File: src/design/bst_pkg.sv
package bst_pkg;

  // Controller states
  typedef enum logic [3:0] {
    BST_RESET, BST_IDLE, BST_SEL_DR, BST_CAP_DR, BST_SH_DR, BST_EX1_DR, BST_PAU_DR,
    BST_EX2_DR, BST_UPD_DR, BST_SEL_IR, BST_CAP_IR, BST_SH_IR, BST_EX1_IR, BST_PAU_IR,
    BST_EX2_IR, BST_UPD_IR
  } bst_state_t;

  localparam int BST_IR_W = 4;
  localparam int BST_ID_W = 32;
  // Instruction codes
  localparam logic [3:0] BST_OP_EXTEST = 4'h0;
  localparam logic [3:0] BST_OP_IDCODE = 4'h2;
  localparam logic [3:0] BST_OP_BYPASS = 4'hf;
  // Reset value of the instruction register selects bypass
  localparam logic [3:0] BST_IR_RST = 4'hf;
  // Fixed capture pattern of the instruction register
  localparam logic [3:0] BST_IR_CAPTURE = 4'h1;
  // Synchroniser reset: test clock low, pulled-up pins high
  localparam logic [3:0] BST_PIN_RST = 4'h7;
  // Mode-select high rises in a row that force the controller to reset
  localparam logic [2:0] BST_TMS_RST_N = 3'h5;
  // Identification value, arbitrary
  localparam logic [31:0] BST_ID_RST = 32'h0000_1001;

  typedef struct packed {
    logic tck;
    logic tms;
    logic tdi;
    logic trst_n;
  } bst_pins_t;

endpackage

File: src/design/bst_tap.sv
`timescale 1ns/1ps
//Operation
// RULE_01: Four test terminals; all test operations follow the test clock.
// RULE_02: Inputs sampled on rising test clock edge; outputs change on falling edge.
// RULE_03: Data input shifts into instruction, identification or bypass register.
// RULE_04: Data output presents selected register bit, updated on falling edge.
// RULE_05: Data output driven only in shift-DR and shift-IR states.
// RULE_06: Mode select steers the controller between states.
// RULE_07: Active-low test reset resets controller at once, no test clock needed.
// RULE_08: No power-up self reset; test reset or five high mode-select clocks. Code loads BST_RESET on rst; only seen_rst and tdo_oe wait.
// RULE_09: Outputs stay high impedance until the controller has been reset.
// RULE_10: Unused port: far side holds test clock and test reset low.
// RULE_11: Without a test reset driver, far side may tie it to master reset.
// RULE_12: Undriven mode select, data input or test reset read as high.
// RULE_13: Standard sixteen-state controller; one-bit bypass selected after reset.
module bst_tap (
  // System
  input wire logic core_clk,
  input wire logic rst,
  // Test pins, raw; *_z high means the pin is floating
  input wire bst_pkg::bst_pins_t pins,
  input wire logic tms_z,
  input wire logic tdi_z,
  input wire logic trst_z,
  // Test data out
  output logic tdo_o,
  output logic tdo_oe,
  // Status
  output logic tap_in_reset
);
  import bst_pkg::*;

  ////////////////////////////////////////////////////////////////////////////
  // Pull-ups and three-stage sampling
  bst_pins_t pin_eff;
  logic [3:0] s1_reg, s2_reg, s3_reg;
  logic [3:0] s1_next, s2_next, s3_next;
  logic [3:0] f_reg, f_next;

  always_comb begin
    pin_eff = pins;
    pin_eff.tms = pins.tms | tms_z;       // [RULE_12]
    pin_eff.tdi = pins.tdi | tdi_z;       // [RULE_12]
    pin_eff.trst_n = pins.trst_n | trst_z; // [RULE_12]
    s1_next = pin_eff;
    s2_next = s1_reg;
    s3_next = s2_reg;
    f_next = f_reg;
    // A change counts once the last two stages agree
    for (int i = 0; i < 4; i++) begin
      if (s2_reg[i] == s3_reg[i]) begin
        f_next[i] = s3_reg[i];
      end
    end
  end

  // Idle levels on reset, so no false clock edge or test reset follows it
  always_ff @(posedge core_clk or posedge rst) begin
    if (rst) begin
      s1_reg <= BST_PIN_RST;
      s2_reg <= BST_PIN_RST;
      s3_reg <= BST_PIN_RST;
      f_reg <= BST_PIN_RST;
    end else begin
      s1_reg <= s1_next;
      s2_reg <= s2_next;
      s3_reg <= s3_next;
      f_reg <= f_next;
    end
  end

  bst_pins_t fp;
  logic tck_d_reg, tck_d_next;
  logic tck_rise, tck_fall, trst_act;
  always_comb begin
    fp = f_reg;
    // Edge detector starts at the clock's idle low level
    tck_d_next = fp.tck;
    tck_rise = fp.tck & ~tck_d_reg;       // [RULE_01] [RULE_02]
    tck_fall = ~fp.tck & tck_d_reg;       // [RULE_02]
    trst_act = ~fp.trst_n;                // No clock edge needed [RULE_07]
  end

  ////////////////////////////////////////////////////////////////////////////
  // Controller and registers
  bst_state_t st_reg, st_next;
  logic [3:0] ir_reg, ir_next, irsh_reg, irsh_next;
  logic [31:0] id_reg, id_next;
  logic byp_reg, byp_next;
  logic seen_rst_reg, seen_rst_next;
  // Consecutive high mode-select rises
  logic [2:0] hi_cnt_reg, hi_cnt_next;
  logic tdo_reg, tdo_next, oe_reg, oe_next, inr_reg, inr_next;

  // Data register chosen by the active instruction
  function automatic logic sel_id(input logic [3:0] ir);
    return ir == BST_OP_IDCODE;
  endfunction

  always_comb begin
    st_next = st_reg;
    ir_next = ir_reg;
    irsh_next = irsh_reg;
    id_next = id_reg;
    byp_next = byp_reg;
    seen_rst_next = seen_rst_reg;
    tdo_next = tdo_reg;
    oe_next = oe_reg;
    hi_cnt_next = hi_cnt_reg;
    if (tck_rise) begin
      case (st_reg) // [RULE_06] [RULE_13]
        BST_RESET:  st_next = fp.tms ? BST_RESET  : BST_IDLE;
        BST_IDLE:   st_next = fp.tms ? BST_SEL_DR : BST_IDLE;
        BST_SEL_DR: st_next = fp.tms ? BST_SEL_IR : BST_CAP_DR;
        BST_CAP_DR: st_next = fp.tms ? BST_EX1_DR : BST_SH_DR;
        BST_SH_DR:  st_next = fp.tms ? BST_EX1_DR : BST_SH_DR;
        BST_EX1_DR: st_next = fp.tms ? BST_UPD_DR : BST_PAU_DR;
        BST_PAU_DR: st_next = fp.tms ? BST_EX2_DR : BST_PAU_DR;
        BST_EX2_DR: st_next = fp.tms ? BST_UPD_DR : BST_SH_DR;
        BST_UPD_DR: st_next = fp.tms ? BST_SEL_DR : BST_IDLE;
        BST_SEL_IR: st_next = fp.tms ? BST_RESET  : BST_CAP_IR;
        BST_CAP_IR: st_next = fp.tms ? BST_EX1_IR : BST_SH_IR;
        BST_SH_IR:  st_next = fp.tms ? BST_EX1_IR : BST_SH_IR;
        BST_EX1_IR: st_next = fp.tms ? BST_UPD_IR : BST_PAU_IR;
        BST_PAU_IR: st_next = fp.tms ? BST_EX2_IR : BST_PAU_IR;
        BST_EX2_IR: st_next = fp.tms ? BST_UPD_IR : BST_SH_IR;
        BST_UPD_IR: st_next = fp.tms ? BST_SEL_DR : BST_IDLE;
        default:    st_next = BST_RESET;
      endcase
      // Register actions of the state being left
      case (st_reg)
        BST_RESET: begin
          ir_next = BST_IR_RST;               // Bypass by default [RULE_13]
        end
        // Capture loads fixed values before shifting
        BST_CAP_DR: begin
          id_next = BST_ID_RST;
          byp_next = 1'b0;
        end
        BST_SH_DR: begin
          if (sel_id(ir_reg)) begin
            id_next = {fp.tdi, id_reg[31:1]};  // [RULE_03]
          end else begin
            byp_next = fp.tdi;                 // [RULE_03]
          end
        end
        BST_CAP_IR: irsh_next = BST_IR_CAPTURE;
        BST_SH_IR: irsh_next = {fp.tdi, irsh_reg[3:1]}; // [RULE_03]
        BST_UPD_IR: ir_next = irsh_reg;
        default: ;
      endcase

      // Power-up state is not trusted; besides the test reset, only five high rises in a row mark reset
      if (!fp.tms) begin
        hi_cnt_next = 3'h0;
      end else if (hi_cnt_reg != BST_TMS_RST_N) begin
        hi_cnt_next = hi_cnt_reg + 3'h1;
      end
      if (hi_cnt_next == BST_TMS_RST_N) begin
        seen_rst_next = 1'b1;                 // [RULE_08]
      end
    end
    if (tck_fall) begin
      // Falling-edge output update [RULE_02] [RULE_04]
      oe_next = seen_rst_reg && (st_reg == BST_SH_DR || st_reg == BST_SH_IR); // [RULE_05] [RULE_09]
      // Instruction shift shows the instruction register, else the data register
      if (st_reg == BST_SH_IR) begin
        tdo_next = irsh_reg[0];
      end else if (sel_id(ir_reg)) begin
        tdo_next = id_reg[0];
      end else begin
        tdo_next = byp_reg;
      end
    end
    // Needs no test clock; only the pin's sampling latency applies
    if (trst_act) begin
      st_next = BST_RESET;                    // [RULE_07]
      ir_next = BST_IR_RST;
      seen_rst_next = 1'b1;
      hi_cnt_next = 3'h0;
      oe_next = 1'b0;
    end
    // Status follows the state being entered, so it changes with the state
    inr_next = (st_next == BST_RESET);
  end

  // Power-up loads the controller into BST_RESET, but seen_rst stays low until reset [RULE_08]
  always_ff @(posedge core_clk or posedge rst) begin
    if (rst) begin
      tck_d_reg <= 1'b0;
      hi_cnt_reg <= 3'h0;
      st_reg <= BST_RESET;
      ir_reg <= BST_IR_RST;
      irsh_reg <= BST_IR_RST;
      id_reg <= BST_ID_RST;
      byp_reg <= 1'b0;
      seen_rst_reg <= 1'b0;
      tdo_reg <= 1'b0;
      oe_reg <= 1'b0;
      inr_reg <= 1'b0;
    end else begin
      tck_d_reg <= tck_d_next;
      hi_cnt_reg <= hi_cnt_next;
      st_reg <= st_next;
      ir_reg <= ir_next;
      irsh_reg <= irsh_next;
      id_reg <= id_next;
      byp_reg <= byp_next;
      seen_rst_reg <= seen_rst_next;
      tdo_reg <= tdo_next;
      oe_reg <= oe_next;
      inr_reg <= inr_next;
    end
  end

  ////////////////////////////////////////////////////////////////////////////
  // Outputs straight from flip-flops
  assign tdo_o = tdo_reg;
  assign tdo_oe = oe_reg;
  assign tap_in_reset = inr_reg;

endmodule

File: config.mk
export PLATFORM = sky130hd
export DESIGN_NAME = bst_tap
export DESIGN_NICKNAME = d
export VERILOG_FILES = /design/src/design/bst_pkg.sv /design/src/design/bst_tap.sv
export SDC_FILE = /design/constraint.sdc
export NUM_CORES = 1
export LEC_CHECK = 0
export BUFFER_PORTS_ARGS = -buffer_cell sky130_fd_sc_hd__buf_2
export CAP_MARGIN = 40
export CORE_ASPECT_RATIO = 0.6
export CORE_MARGIN = 2
export CORE_UTILIZATION = 54
export DETAILED_ROUTE_END_ITERATION = 10
export PLACE_DENSITY = 0.74
export SLEW_MARGIN = 15
export SYNTH_ARGS = -nofsm -noshare
export SYNTH_HDL_FRONTEND = slang
export SYNTH_SLANG_ARGS = --single-unit
File: constraint.sdc
create_clock -name core_clk -period 2.25 [get_ports core_clk]
set_input_delay 0.45 -clock core_clk [delete_from_list [all_inputs] [get_ports core_clk]]
set_output_delay 0.45 -clock core_clk [all_outputs]
set_load 0.01 [all_outputs]
==> results of run 1 <==
-- area by class of cell --
cell class	count	area [µm²]	share of cell area, %
Clock buffer	14	193.9	6.026
Clock inverter	2	12.51	0.3888
Inverter	9	33.78	1.050
Multi-Input combinational cell	153	1008	31.34
Sequential cell	69	1754	54.51
Tap cell	66	82.58	2.566
Timing Repair Buffer	18	132.6	4.121
-- through the flow --
step	worst slack, ns	power [mW]	hold slack [ns]	instance area [µm²]
after floorplan	0.09655	2.031	0.3312	2899
after global placement	0.3545	2.196	0.3341	3012
after detailed placement	0.3193	2.219	0.3364	3012
after CTS	0.3002	3.233	0.1431	3218
after global routing	0.1496	3.420	0.1587	3218
final	0.2878	3.212	0.1368	3218
-- metal layers --
layer / vias to the layer above / track usage [%] / share of wire [%]
met2: 54 / 26.63 / 38
met5: - / 0 / 0
met1: 922 / 30.69 / 54
met3: 4 / 9.101 / 7.3
li1: 920 / - / -
met4: 0 / 5.284 / 0.73
-- cell usage after synthesis (all sizes together), types with 3 or more instances --
cell type / number
nand2b: 5
dfstp: 22
o21a: 4
a22o: 30
o21ai: 11
a31oi: 4
nand3: 7
inv: 9
buf: 11
nand4b: 3
nor2: 13
o22ai: 3
nand2: 19
maj3: 4
clkbuf: 6
or2: 3
a21oi: 14
dfrtp: 47
nor2b: 5
-- logic make-up (layout without fill, tap and decap cells) --
family | after synthesis | count (layout) | share of synthesized area (%)
compound gates | 76 | 76 | 18.90
flops | 69 | 69 | 60.51
simple gates | 68 | 68 | 12.60
buf+inv | 26 | 43 | 4.704
fa+ha+maj | 6 | 6 | 2.244
mux | 2 | 2 | 0.7337
xor+xnor | 1 | 1 | 0.3022
-- power by group --
group	leakage, nW	total (mW)	internal (mW)	switching, mW
combinational	0.467	0.622	0.268	0.354
sequential	0.860	1.59	1.41	0.183
clock	0.104	0.998	0.556	0.441
total	1.43	3.21	2.23	0.979
-- worst paths after layout --
check                                    startpoint                        end  slack, ns  depth (start not counted)
worst min-delay path                            rst  hi_cnt_reg[0]$_DFFE_PP0P_       0.14                          2
min in group core_clk                       pins[3]        s1_reg[3]$_DFF_PP0_       0.23                          1
max in group asynchronous                       rst     id_reg[12]$_DFFE_PP1P_       1.46                          3
worst max register to register  st_reg[1]$_DFF_PP0_     id_reg[29]$_DFFE_PP0P_       0.29                          6
worst max-delay path            st_reg[1]$_DFF_PP0_     id_reg[29]$_DFFE_PP0P_       0.29                          6
worst min register to register  s1_reg[3]$_DFF_PP0_        s2_reg[3]$_DFF_PP0_       0.35                          0
-- worst max-delay path, cell delays in order, from the launching register on --
cell     delay (ns)
dfrtp_1        0.62
nand2_1        0.17
nor2_1         0.17
a21oi_1        0.05
or3_1          0.32
buf_4          0.24
a22o_1         0.27
==> reports/results.md, run 1 <==
| Parameter | Value | Unit |
|:---|:---|:---|
| Mapped Avg Cell Area | 11.69 | µm² |
| Main synth FF type | dfrtp_1 | - |
| Number of H-tree levels | 3 | - |
| Buffers inserted by post-CTS timing repair | 0 | - |
| Fin cells | 331 | - |
| Die Height | 60.76 | µm |
| Flip-flop count of the largest register, all copies and words added | 32 | - |
| Starting density of the core | 56.79 | % |
| Count of pins over their slew limit | 0 | - |
| Gate count after technology mapping | 248 | - |
| Post-synthesis net count | 259 | - |
| Number of buffers added to fix hold violations after cts | 0 | - |
| Total die area | 5990 | µm² |
| Static Leakage | 1.431 | nW |
| Final worst-path cycle share | 87.21 | % |
| Achievable clock frequency | 509.6 | MHz |
| Total grt overflow | 0 | - |
| CTS Root Cell | clkbuf_8 | - |
| Floorplan die width | 98.59 | µm |
| Total routing resource utilization after global routing | 20.37 | % |
| Run status | finished, final reports clean | - |
| Fraction of final layout cells with drive strength greater than 1 | 23.77 | % |
| Vias in the first global route | 1819 | - |
| Maximum number of pins on one net before global-route repair | 46 | - |
| Via-per-instance ratio | 5.740 | - |
| Critical path launch point type | flip-flop | - |
| Setup Crit Path Kind | reg -> reg | - |
| # fillers | 414 | - |
| Number of ports placed on the die boundary | 12 | - |
| Max-slew headroom at the worst pin | 65.63 | % |
| Clock sink count | 69 | - |
| Setup Skew | 0.008487 | ns |
| Post-synthesis sequential element count | 69 | - |
| Iteration-0 DRC count of the detailed router | 150 | - |
| Leading cell type in the layout, fill and taps excluded | dfrtp_1 | - |
| Data arrival time of the critical path | 2.19 | ns |
| Post-synthesis instance area | 2899 | µm² |
| Placeable core area | 5105 | µm² |
| Post-layout util | 63.04 | % |
| Clk buf depth | 2 | - |
| Largest cells by area after synthesis | dfrtp_1 41%, dfstp_2 20%, a22o_1 9.1%, nand2_1 2.5%, a21oi_1 2.4% | - |
| DRC errors left | 0 | - |
| Quantity of gates resized following cts | 0 | - |
| Final setup vio count | 0 | - |
| Final setup TNS | 0 | ns |
| Clock insertion delay at the later pin of the skew report | 0.34 | ns |
| Count of max-cap constraint violations | 0 | - |
| Count of port buffers added during placement | 11 | - |
| Highest-count cells in the layout ignoring fill and taps | 47 x dfrtp_1, 30 x a22o_1, 22 x dfstp_2, 19 x nand2_1, 14 x a21oi_1 | - |
| Req. time, crit path | 2.48 | ns |
| TritonCTS clock tree | built | - |
| Relative area change from synthesis to final layout | 11.01 | % |
| Vias post-DR | 1900 | - |
| Antenna violation net count after detailed routing | 0 | - |
| Unrepaired setup endpoints after global routing | no | - |
| Final Net Count | 271 | - |
| Fraction of registers with async set or reset after synthesis | 100.0 | % |
| Cell taking the most area after synthesis | dfrtp_1 | - |
| Crit-path max FO | 32 | - |
| Min-Delay Path Class | in -> async | - |
| Placed Cells | 315 | - |
| FP Rows | 20 | - |
| Register area share after synthesis | 60.51 | % |
| Minimum clock period | 1.962 | ns |
| Number of flops mapped to enable cells by yosys | 0 | - |
| Critical Path End Type | flip-flop | - |
| Detailed Place HPWL | 3377 | µm |
| Number of warnings printed during yosys synthesis | 0 | - |
| Number of hold-slack violations in the final timing report | 0 | - |
| Count of antenna diodes in the layout | 0 | - |
| Global-route wire length before repair | 9073 | µm |
| Share of the synthesized area in the top cell type | 40.57 | % |
| Final Routed Wirelength | 5175 | µm |
| Reg clk slew, reported paths | 0.07 | ns |
| First-pass iteration count of the detailed router | 4 | - |
| Routed WL per cell | 15.63 | µm |
| Slew of the pin with the lowest slew margin | 0.5148 | ns |
| Number of library cell types mapped by synthesis | 43 | - |
| Pwr Density | 998.1 | nW/µm² |
| Cts bufs inserted | 9 | - |
| Worst IR Drop VDD | 453.9 | µV |
| Global placement routability congestion | 0.9305 | - |
| Initial antenna violation count | 0 | - |
No activity file was read; power rests on OpenSTA's default activity.
==> run 2: changes to the inputs <==
--- a/config.mk
+++ b/config.mk
@@ -6,5 +6,5 @@
 export NUM_CORES = 1
 export LEC_CHECK = 0
-export BUFFER_PORTS_ARGS = -buffer_cell sky130_fd_sc_hd__buf_2
+export BUFFER_PORTS_ARGS = -buffer_cell sky130_fd_sc_hd__clkbuf_2
 export CAP_MARGIN = 40
 export CORE_ASPECT_RATIO = 0.6
@@ -12,4 +12,5 @@
 export CORE_UTILIZATION = 54
 export DETAILED_ROUTE_END_ITERATION = 10
+export HOLD_SLACK_MARGIN = 0.02
 export PLACE_DENSITY = 0.74
 export SLEW_MARGIN = 15
==> constraint.sdc (replaced) <==
create_clock -name core_clk -period 2.25 [get_ports core_clk]
set_input_delay 0.45 -clock core_clk [delete_from_list [all_inputs] [get_ports core_clk]]
set_output_delay 0.45 -clock core_clk [all_outputs]
set_load 0.005 [all_outputs]
==> reports/results.md, run 2 (same netlist as run 1, synthesis figures left out) <==
| Parameter | Value | Unit |
|:---|:---|:---|
| Global placement routability congestion | 0.9616 | - |
| Total grt overflow | 0 | - |
| Clk buf depth | 2 | - |
| Req. time, crit path | 2.48 | ns |
| Floorplan die width | 98.59 | µm |
| Cts bufs inserted | 9 | - |
| Setup Skew | 0.007158 | ns |
| Number of hold-slack violations in the final timing report | 0 | - |
| Global-route wire length before repair | 8638 | µm |
| Maximum number of pins on one net before global-route repair | 49 | - |
| Fraction of final layout cells with drive strength greater than 1 | 24.72 | % |
| Total die area | 5990 | µm² |
| Final setup TNS | 0 | ns |
| Count of antenna diodes in the layout | 0 | - |
| First-pass iteration count of the detailed router | 5 | - |
| Initial antenna violation count | 0 | - |
| FP Rows | 20 | - |
| Flip-flop count of the largest register, all copies and words added | 32 | - |
| Final worst slack | 0.3006 | ns |
| Vias post-DR | 1948 | - |
| Number of H-tree levels | 3 | - |
| Minimum clock period | 1.949 | ns |
| Slew of the pin with the lowest slew margin | 0.4843 | ns |
| Antenna violation net count after detailed routing | 0 | - |
| Die Height | 60.76 | µm |
| Terminus of the critical flop-to-flop path | id_reg[20]$_DFFE_PP0P_ | - |
| Detailed Place HPWL | 3279 | µm |
| Run status | finished, final reports clean | - |
| Leading cell type in the layout, fill and taps excluded | dfrtp_1 | - |
| Count of pins over their slew limit | 0 | - |
| Worst hold-check slack | 0.1079 | ns |
| Worst IR Drop VDD | 413.5 | µV |
| Via-per-instance ratio | 5.850 | - |
| Placeable core area | 5105 | µm² |
| Number of buffers added to fix hold violations after cts | 0 | - |
| Relative area change from synthesis to final layout | 11.48 | % |
| Critical path launch point type | flip-flop | - |
| TritonCTS clock tree | built | - |
| Quantity of gates resized following cts | 0 | - |
| Buffers inserted by post-CTS timing repair | 0 | - |
| Number of ports placed on the die boundary | 12 | - |
| Critical Path End Type | flip-flop | - |
| Achievable clock frequency | 513.0 | MHz |
| Crit-path max FO | 32 | - |
| Worst reg2reg path depth | 6 | - |
| Startpoint of the worst register-to-register path | st_reg[1]$_DFF_PP0_ | - |
| Min-Delay Path Class | in -> async | - |
| Total routing resource utilization after global routing | 19.44 | % |
| Reg2Reg Setup Slack | 0.30 | ns |
| Count of port buffers added during placement | 11 | - |
| Highest-count cells in the layout ignoring fill and taps | 47 x dfrtp_1, 30 x a22o_1, 22 x dfstp_2, 19 x nand2_1, 14 x a21oi_1 | - |
| Data arrival time of the critical path | 2.18 | ns |
| Starting density of the core | 56.79 | % |
| Clock insertion delay at the later pin of the skew report | 0.35 | ns |
| DRC errors left | 0 | - |
| Setup Crit Path Kind | reg -> reg | - |
| Routed WL per cell | 15.52 | µm |
| Static Leakage | 1.431 | nW |
| Clock sink count | 69 | - |
| Unrepaired setup endpoints after global routing | no | - |
| Vias in the first global route | 1675 | - |
| Count of max-cap constraint violations | 0 | - |
| Final worst-path cycle share | 86.64 | % |
| Final Net Count | 273 | - |
| Final Routed Wirelength | 5169 | µm |
| CTS Root Cell | clkbuf_8 | - |
| Pwr Density | 999.7 | nW/µm² |
| Final setup vio count | 0 | - |
| Iteration-0 DRC count of the detailed router | 160 | - |
| Reg clk slew, reported paths | 0.08 | ns |
| Post-place setup slack | 0.3555 | ns |
| Max-slew headroom at the worst pin | 67.67 | % |
run 2: changes by cell type in the layout (fill, tap and decap cells not counted), sizes merged:
| cell | before | now |
|---|---|---|
| buf | 18 | 9 |
| bufinv | 0 | 1 |
| clkbuf | 14 | 20 |
| clkinv | 1 | 0 |
| clkinvlp | 1 | 3 |
| inv | 9 | 12 |
run 2: layout make-up:
| type | instances | area, µm² |
|---|---|---|
| Inverter | 9 | 33.78 |
| Fill cell | 394 | 1873 |
| Sequential cell | 69 | 1754 |
| Tap cell | 66 | 82.58 |
| Clock buffer | 9 | 123.9 |
| Timing Repair Buffer | 20 | 147.6 |
| Multi-Input combinational cell | 153 | 1008 |
| Clock inverter | 7 | 81.33 |
run 2: critical path, cell delays in order (launching register included):
cell	delay, ns
dfrtp_1	0.61
nand2_1	0.17
nor2_1	0.16
a21oi_1	0.05
or3_1	0.31
buf_4	0.24
a22o_1	0.29
run 2: layer usage:
layer  up-vias  GRT usage (%)  part of all wire (%)
met1       922          29.94                    51
li1        922              -                     -
met5         -              0                     0
met4         0          8.219                   1.3
met3         7          7.373                   9.3
met2        97          24.00                    38
run 2: worst max-delay path by stage:
stage | start | to | slack [ns] | cells past startpoint
floorplan | rst | byp_reg$_DFFE_PP0P_ | 0.1 | 1
global placement | ir_reg[1]$_DFFE_PP1P_ | id_reg[26]$_DFFE_PP0P_ | 0.38 | 5
detailed placement | st_reg[1]$_DFF_PP0_ | id_reg[20]$_DFFE_PP0P_ | 0.36 | 6
CTS | ir_reg[1]$_DFFE_PP1P_ | id_reg[20]$_DFFE_PP0P_ | 0.34 | 5
global route | st_reg[1]$_DFF_PP0_ | id_reg[20]$_DFFE_PP0P_ | 0.22 | 6
finish | st_reg[1]$_DFF_PP0_ | id_reg[20]$_DFFE_PP0P_ | 0.30 | 6
run 2: per-stage QoR:
step	instance area (µm²)	util, %	std cells	power, mW
floorplan	2899	-	248	2.022
finish	3232	63.31	333	3.231
global route	3232	63.31	333	3.423
CTS	3232	63.31	333	3.253
detailed placement	3027	59.29	317	2.207
global placement	3027	59.29	317	2.192
run 2: report_power, final:
part           internal, mW  switching (mW)  total (mW)
Combinational         0.270           0.355       0.625
Sequential             1.41           0.170        1.58
Clock                 0.526           0.503        1.03
